<file path="config.mk">
export PLATFORM = sky130hd
export DESIGN_NAME = csi_tx_interrupt
export DESIGN_NICKNAME = d
export VERILOG_FILES = /design/src/logic/csi_tx_irq_pkg.sv /design/src/logic/csi_tx_interrupt.sv /design/src/logic/tx_port_flags.sv
export VERILOG_INCLUDE_DIRS = /design/src /design/src/logic
export SDC_FILE = /design/constraint.sdc
export NUM_CORES = 1
export LEC_CHECK = 0
export BUFFER_PORTS_ARGS = -buffer_cell sky130_fd_sc_hd__buf_2
export CAP_MARGIN = 20
export CORE_ASPECT_RATIO = 1.25
export CORE_MARGIN = 2
export CORE_UTILIZATION = 46
export DETAILED_ROUTE_END_ITERATION = 16
export PLACE_DENSITY_LB_ADDON = 0.12
export SYNTH_ARGS = -nofsm -noshare
export SYNTH_HDL_FRONTEND = slang
export SYNTH_SLANG_ARGS = --single-unit
</file>
<file path="constraint.sdc">
create_clock -name sys_clk -period 1.8 [get_ports sys_clk]
set_clock_uncertainty 0.1 [all_clocks]
set_input_delay 0.09 -clock sys_clk [delete_from_list [all_inputs] [get_ports sys_clk]]
set_output_delay 0.09 -clock sys_clk [all_outputs]
set_load 0.005 [all_outputs]
</file>
<file path="src/logic/csi_tx_irq_params.svh">
// Register offsets, field positions and reset values for the CSI-2 transmit
// interrupt block. Assumes an I2C slave in front that issues byte accesses.
`ifndef CSI_TX_IRQ_PARAMS_SVH
`define CSI_TX_IRQ_PARAMS_SVH

// -----------------------------------------------------------------------------
// Register offsets
// -----------------------------------------------------------------------------
`define ADDR_PORT_SELECT  8'h32
`define ADDR_IRQ_ENABLE   8'h36
`define ADDR_IRQ_FLAGS    8'h37
`define ADDR_FILTER_RANGE 8'h41

// -----------------------------------------------------------------------------
// Field positions and reset values
// -----------------------------------------------------------------------------
`define BIT_RX_EVENT      4
`define BIT_SYNC_FAULT    3
`define BIT_SYNCED        2
`define BIT_PASS_LOSS     1
`define BIT_PASS_EVENT    0
`define IRQ_FIELD_W       5
`define PORT_SELECT_BIT   0
`define FILTER_UPPER_LSB  4
`define FILTER_LOWER_LSB  0
`define RESET_IRQ_ENABLE  5'h00
`define RESET_IRQ_FLAGS   5'h00
`define RESET_FILTER      8'hA9
`define RESET_PORT_SELECT 1'h0

`endif

</file>
<file path="src/logic/csi_tx_irq_pkg.sv">
// Types shared by the CSI-2 transmit interrupt block.
// Assumes csi_tx_irq_params.svh is on the include path.
`default_nettype none
`include "csi_tx_irq_params.svh"

package csi_tx_irq_pkg;

  // Register access as handed over by the I2C slave, one-cycle strobes
  typedef struct packed {
    logic       write;
    logic       read;
    logic [7:0] addr;
    logic [7:0] wdata;
  } reg_req_t;

  // One bit per interrupt source, in register bit order (4 down to 0)
  typedef struct packed {
    logic rxEvent;
    logic syncFault;
    logic synced;
    logic passLoss;
    logic passEvent;
  } irq_bits_t;

endpackage

`default_nettype wire

</file>
<file path="src/logic/csi_tx_interrupt.sv">
// CSI-2 transmit interrupt enables, latched flags and filter range register.
// Assumes the I2C slave delivers byte accesses as one-cycle strobes in reg_req_t.
`default_nettype none
`include "csi_tx_irq_params.svh"

module csi_tx_interrupt
  import csi_tx_irq_pkg::*;
#(
  parameter int NUM_TX_PORTS = 2,  // Transmit ports with own register copies
  parameter int NUM_RX_PORTS = 4   // Receive ports that may forward
) (
  input  wire logic                             sys_clk,          // System clock
  input  wire logic                             resetn,           // Async reset, active low
  input  wire reg_req_t                         regReq,           // Register access strobe
  output logic [7:0]                            regRdata,         // Read data, one cycle later
  input  wire logic [NUM_RX_PORTS-1:0]          rxValid,          // Receive port valid video
  input  wire logic [NUM_RX_PORTS-1:0]          rxIntPending,     // Receive port interrupt pending
  input  wire logic [NUM_TX_PORTS*NUM_RX_PORTS-1:0] forwardMask,  // Enabled ports per transmit port
  input  wire logic                             passAllMode,      // 1: pass needs all enabled ports
  input  wire logic                             syncForwardEn,    // Synchronized forwarding on
  input  wire logic [NUM_TX_PORTS-1:0]          syncedIn,         // Streams synchronized
  input  wire logic [NUM_TX_PORTS-1:0]          syncFaultIn,      // Sync error pulse
  output logic [NUM_TX_PORTS-1:0]               irqOut,           // Interrupt request per port
  output logic [NUM_TX_PORTS-1:0]               passLive,         // Live pass state
  output logic [NUM_TX_PORTS-1:0]               syncedLive,       // Live synchronized state
  output logic [3:0]                            filterUpperBound, // Maximum filter setting
  output logic [3:0]                            filterLowerBound, // Minimum filter setting
  output logic                                  portSelect        // Selected transmit port
);

  // ---------------------------------------------------------------------------
  // Register file state
  // ---------------------------------------------------------------------------
  logic [7:0]              filterReg, filterNext;
  logic                    portSelReg, portSelNext;
  logic [7:0]              rdataReg, rdataNext;
  logic [NUM_RX_PORTS-1:0] rxValidReg;
  irq_bits_t               enableArr [NUM_TX_PORTS];
  irq_bits_t               flagArr   [NUM_TX_PORTS];
  logic [NUM_TX_PORTS-1:0] passLossHit;
  logic [NUM_TX_PORTS-1:0] passRaw;

  // Decode one register access against an offset
  function automatic logic hit(input reg_req_t r, input logic [7:0] a, input logic isWrite);
    hit = (isWrite ? r.write : r.read) && (r.addr == a);
  endfunction

  // ---------------------------------------------------------------------------
  // Per-port flag banks
  // ---------------------------------------------------------------------------
  for (genvar p = 0; p < NUM_TX_PORTS; p++) begin : g_port
    logic [NUM_RX_PORTS-1:0] mask;
    logic                    selected;
    logic                    anyValid;
    logic                    allValid;
    // Pass mode chooses any or all enabled forwarded ports
    always_comb begin
      mask     = forwardMask[p*NUM_RX_PORTS +: NUM_RX_PORTS];
      selected = (portSelReg == 1'(p));
      anyValid = |(rxValid & mask);
      allValid = (mask != '0) && ((rxValid & mask) == mask);
      passRaw[p]     = passAllMode ? allValid : anyValid;
      passLossHit[p] = |(rxValidReg & ~rxValid & mask);
    end
    tx_port_flags u_flags (
      .sys_clk       (sys_clk),
      .resetn        (resetn),
      .enableWrite   (selected && hit(regReq, `ADDR_IRQ_ENABLE, 1'b1)),
      .writeData     (regReq.wdata[`IRQ_FIELD_W-1:0]),
      .flagsRead     (selected && hit(regReq, `ADDR_IRQ_FLAGS, 1'b0)),
      .rxEventLevel  (|(rxIntPending & mask)),
      .syncFaultHit  (syncFaultIn[p]),
      .passLossHit   (passLossHit[p]),
      .syncedRaw     (syncedIn[p] & syncForwardEn),
      .passRaw       (passRaw[p]),
      .enableReg     (enableArr[p]),
      .flagsReg      (flagArr[p]),
      .irqReg        (irqOut[p]),
      .syncedLiveReg (syncedLive[p]),
      .passLiveReg   (passLive[p])
    );
  end

  // ---------------------------------------------------------------------------
  // Shared registers and read mux
  // ---------------------------------------------------------------------------
  // Reserved bits read as zero; read data captured before the clear lands
  always_comb begin
    filterNext  = hit(regReq, `ADDR_FILTER_RANGE, 1'b1) ? regReq.wdata : filterReg;
    portSelNext = hit(regReq, `ADDR_PORT_SELECT, 1'b1) ? regReq.wdata[`PORT_SELECT_BIT] : portSelReg;
    rdataNext   = rdataReg;
    if (regReq.read) begin
      case (regReq.addr)
        `ADDR_PORT_SELECT:  rdataNext = {7'h00, portSelReg};
        `ADDR_IRQ_ENABLE:   rdataNext = {3'h0, enableArr[portSelReg]};
        `ADDR_IRQ_FLAGS:    rdataNext = {3'h0, flagArr[portSelReg]};
        `ADDR_FILTER_RANGE: rdataNext = filterReg;
        default:            rdataNext = 8'h00;
      endcase
    end
  end

  // Register stage
  always_ff @(posedge sys_clk or negedge resetn) begin
    if (!resetn) begin
      filterReg  <= `RESET_FILTER;
      portSelReg <= `RESET_PORT_SELECT;
      rdataReg   <= 8'h00;
      rxValidReg <= '0;
    end else begin
      filterReg  <= filterNext;
      portSelReg <= portSelNext;
      rdataReg   <= rdataNext;
      rxValidReg <= rxValid;
    end
  end

  // Outputs straight from flip-flops
  assign regRdata         = rdataReg;
  assign portSelect       = portSelReg;
  assign filterUpperBound = filterReg[`FILTER_UPPER_LSB +: 4];
  assign filterLowerBound = filterReg[`FILTER_LOWER_LSB +: 4];

  logic flagsRead0;
  assign flagsRead0 = (portSelReg == 1'b0) && hit(regReq, `ADDR_IRQ_FLAGS, 1'b0);
endmodule // csi_tx_interrupt

`default_nettype wire

</file>
<file path="src/logic/tx_port_flags.sv">
// Enable and latched flag bank for one CSI-2 transmit port.
// Assumes event inputs are synchronous to sys_clk; strobes are one cycle.
`default_nettype none
`include "csi_tx_irq_params.svh"

module tx_port_flags
  import csi_tx_irq_pkg::*;
(
  input  wire logic      sys_clk,       // System clock
  input  wire logic      resetn,        // Async reset, active low
  input  wire logic      enableWrite,   // Write to enable register
  input  wire logic [4:0] writeData,    // Enable bits to store
  input  wire logic      flagsRead,     // Read of flag register
  input  wire logic      rxEventLevel,  // Forwarded receive interrupt pending
  input  wire logic      syncFaultHit,  // Sync error detected pulse
  input  wire logic      passLossHit,   // Forwarded port lost valid video
  input  wire logic      syncedRaw,     // Gated synchronized state
  input  wire logic      passRaw,       // Pass indication
  output var  irq_bits_t enableReg,     // Stored enables
  output var  irq_bits_t flagsReg,      // Latched flags
  output logic           irqReg,        // Combined interrupt request
  output logic           syncedLiveReg, // Live synchronized state
  output logic           passLiveReg    // Live pass state
);

  irq_bits_t enableNext;
  irq_bits_t flagsNext;
  logic      irqNext;

  // ---------------------------------------------------------------------------
  // Next-state logic
  // ---------------------------------------------------------------------------
  // Sticky flags (all but rxEvent, which follows its level): a set in the read cycle wins over the clear
  always_comb begin
    enableNext = enableWrite ? irq_bits_t'(writeData) : enableReg;
    flagsNext.rxEvent   = rxEventLevel;
    flagsNext.syncFault = (flagsReg.syncFault & ~flagsRead) | syncFaultHit;
    flagsNext.synced    = (flagsReg.synced & ~flagsRead) | (syncedRaw & ~syncedLiveReg);
    flagsNext.passLoss  = (flagsReg.passLoss & ~flagsRead) | passLossHit;
    flagsNext.passEvent = (flagsReg.passEvent & ~flagsRead) | (passRaw & ~passLiveReg);
    irqNext = |(flagsNext & enableNext);
  end

  // Register stage
  always_ff @(posedge sys_clk or negedge resetn) begin
    if (!resetn) begin
      enableReg     <= irq_bits_t'(`RESET_IRQ_ENABLE);
      flagsReg      <= irq_bits_t'(`RESET_IRQ_FLAGS);
      irqReg        <= 1'b0;
      syncedLiveReg <= 1'b0;
      passLiveReg   <= 1'b0;
    end else begin
      enableReg     <= enableNext;
      flagsReg      <= flagsNext;
      irqReg        <= irqNext;
      syncedLiveReg <= syncedRaw;
      passLiveReg   <= passRaw;
    end
  end

endmodule // tx_port_flags

`default_nettype wire

</file>
==> impl_results.md <==
* Met2 wire len at 2852 um
* Final wirelength at 5293 um
* Top FF cell, synth: dfrtp_1
* RSZ-0062 raised after global routing: true
* Final Hold Fails at 0
* Bufs and invs on worst path at 0
* Max Cap Viol at 0
* Filler cells at 400
* F_max at 563.0 MHz
* Final design utilization at 64.02%
* Outcome: finished, final reports clean
* CP Capture Type: flop
* Initial Util at 47.62%
* Cells after Synth at 194
* Clk_lat worst skew at 0.29 ns
* Placer congestion estimate at 0.8077
* Crit path max-delay family: compound AO/OA/AOI/OAI gates
* Site Rows at 28
* Sequential share of power at 53.7%
* Netlist cell types at 39
* WL per Instance at 14.95 um
* Initial DRC Count at 47
* Clock tree sinks at 47
* Hold/Removal Path Class: in -> reg
* CP max stage cell: dfrtp_1
* Cell Chain, Critical Path: and2_4, and4_4, mux2_4, a22o_1, a211o_1
* # port buffers at 64
* Final period utilization at 98.68%
* CTS Buffer Depth at 2
* Rel. slew slack at 61.43%
* Setup_tns at 0 ns
* Via/cell ratio at 5.257
* Max layer used: met4
* Clock power share at 32.6%
* CP startpoint kind: flop
* Final antenna diode count at 0
* Total number of vias at 1861
* Slowest cell delay on critical path at 0.37 ns
* Comb power frac at 13.6%
* Pwr Density at 683.2 nW/um^2
* Core box area at 4730 um^2
* Synthesized cell area at 2252 um^2
* Worst slack, placed at -0.03413 ns
* Htree depth at 2
* Post-synthesis async set-or-reset flop share at 100.0%
* Die width at 66.59 um
* Worst Path Arrival at 1.86 ns
* Int Power at 0.001595 W
* Synthesized net count at 236
* Power, Total at 0.002069 W
* Fin crit period at 1.776 ns
* Worst-margin pin slew at 0.5785 ns
* Finish-stage setup viols at 0
* GRT overflow at 0
* Die Ht at 82.23 um
* Initial antenna violation count at 0
* WHS at 0.002148 ns
* Net Sw Frac at 22.91%
* EDFF count, synth at 0
* Total GRT Usage at 21.09%
* Setup slack after layout at 0.02383 ns
* Met3 wire len at 219 um
* Max VDD drop at 0.3786 mV
* First-pass GRT wire length at 8645 um
* Final max-slew violation count at 0
* Post-synthesis register bit count at 47
* Final nets at 335
* Psw at 0.0004739 W
* Post-route ant nets at 0
* Clock slew at reported path FFs at 0.08 ns
* DIE AREA at 5475 um^2
* CP Class: reg -> reg
* Pin count of the biggest net entering global routing at 48
* WP data required at 1.88 ns
* Critical-path maximum fanout at 5
* Avg Inst Size Synth at 11.61 um^2
* M1 wire length at 2135 um
* Clock root cell: clkbuf_8
* TritonCTS Buffers at 5
* Drt pass-1 iters at 4
* YS warnings at 0
* Layout cells sized above 1 at 38.78%
* Detailed Place HPWL at 3939 um
* # IOs at 65
* Vias in the first global route at 1898
* Layout area overhead at 34.44%
* Seq/Total Area, Yosys at 52.44%
* # DRC at 0
* P_leak at 1.437 nW
* TritonCTS clock tree: built
* Setup bufs post-CTS at 0
==> sequential cells by signal, summed over array words and instances (netlist names) <==
signal and flops:
filterReg 8, g_port.u_flags.enableReg 10, portSelect 1, g_port.u_flags.flagsReg 10, regRdata 8, rxValidReg 4, g_port.u_flags.passLiveReg 2, g_port.u_flags.syncedLiveReg 2
g_port.u_flags.irqReg 2
==> path summary, 6_finish.rpt <==
check / slack [ns] / to / cells after the start / startpoint
max: 0.02 / g_port[1].u_flags.irqReg / 5 / portSelect
min: 0.002 / filterReg[0] / 2 / regReq[0]
max reg2reg: 0.02 / g_port[1].u_flags.irqReg / 5 / portSelect
min reg2reg: 0.37 / g_port[0].u_flags.flagsReg[2] / 1 / g_port[0].u_flags.syncedLiveReg
max in group asynchronous: 0.90 / rxValidReg[2] / 3 / resetn
min in group asynchronous: 0.30 / regRdata[5] / 3 / resetn
==> cell usage in the layout, fill, tap and decap left out, types with 2 or more instances in the layout <==
master and n:
a21o_1 4, a21oi_1 4, a22o_1 3, a22oi_1 11, buf_2 64, buf_4 15, clkbuf_8 7, dfrtp_1 43
dfstp_2 4, dlygate4sd3_1 24, inv_1 12, mux2_2 15, mux2_4 4, mux2i_1 9, nand2_1 9, nand2b_1 8
nand3_1 5, nand3b_1 8, nand4_1 6, nor2_1 3, nor2b_1 3, o21ai_0 5, o22ai_1 9, o2bb2ai_1 2
==> logic make-up (layout without fill, tap and decap cells) <==
| logic type | after synthesis | after routing | synth area share [%] |
|---|---|---|---|
| buf+inv | 23 | 123 | 5.555 |
| flops | 47 | 47 | 52.44 |
| simple gates | 52 | 52 | 14.22 |
| mux | 28 | 28 | 14.17 |
| compound gates | 44 | 44 | 13.61 |
==> area by class of cell <==
class / instances / area, um^2 / area share, %
tap: 60 / 75.07 / 2.479
multi-input combinational: 124 / 953.4 / 31.49
clock buffer: 8 / 100.1 / 3.306
inverter: 12 / 45.04 / 1.488
sequential: 47 / 1181 / 39.01
timing repair buffer: 103 / 673.1 / 22.23
==> worst reg2reg max path, stage by stage, from the launching register on <==
cell	delay, ns
dfrtp_1	0.37
and2_4	0.14
and4_4	0.26
mux2_4	0.32
a22o_1	0.21
a211o_1	0.26
==> repair_timing <==
| item | 4_1_cts | 5_1_grt |
|---|---|---|
| hold endpoints to repair | 69 | 0 |
| setup endpoints to repair | 0 | 2 |
| hold buffers | 24 | 0 |
| resized for setup | 0 | 2 |
==> synthesized netlist by cell type, types with 3 or more instances <==
cell type | n | share of area, %
mux2_4 | 4 | 2.7
a22o_1 | 3 | 1.2
o22ai_1 | 9 | 2.5
nand2_1 | 9 | 1.5
nor2b_1 | 3 | 0.83
o21ai_0 | 5 | 1.1
nor2_1 | 3 | 0.50
mux2i_1 | 9 | 4.0
buf_4 | 6 | 2.0
nand3b_1 | 8 | 2.7
dfstp_2 | 4 | 4.7
dfrtp_1 | 43 | 48
inv_1 | 12 | 2.0
nand3_1 | 5 | 1.1
nand2b_1 | 8 | 2.2
mux2_2 | 15 | 7.5
a21oi_1 | 4 | 0.89
a22oi_1 | 12 | 4.0
nand4_1 | 6 | 1.7
a21o_1 | 4 | 1.3
==> per-layer routing <==
metal / GRT usage, % / vias up
li1: - / 904
met1: 24.10 / 901
met2: 39.50 / 49
met3: 3.523 / 7
met4: 7.143 / 0
met5: 0 / -
==> power by group through the flow <==
stage | clock [W] | combinational, W | sequential, W
finish | 0.000675 | 0.000282 | 0.00111
global route | 0.000753 | 0.000313 | 0.00112
CTS | 0.000693 | 0.000280 | 0.00111
detailed placement | 0 | 0.000238 | 0.00113
global placement | 0 | 0.000236 | 0.00113
floorplan | 0 | 0.000110 | 0.00113
==> stage by stage <==
stage                     instance area [um^2]  cells
after floorplan                           2252    194
after global placement                    2680    322
after detailed placement                  2680    322
after CTS                                 3020    354
after global routing                      3028    354
final                                     3028    354
Power figures use the tool's default switching activity.
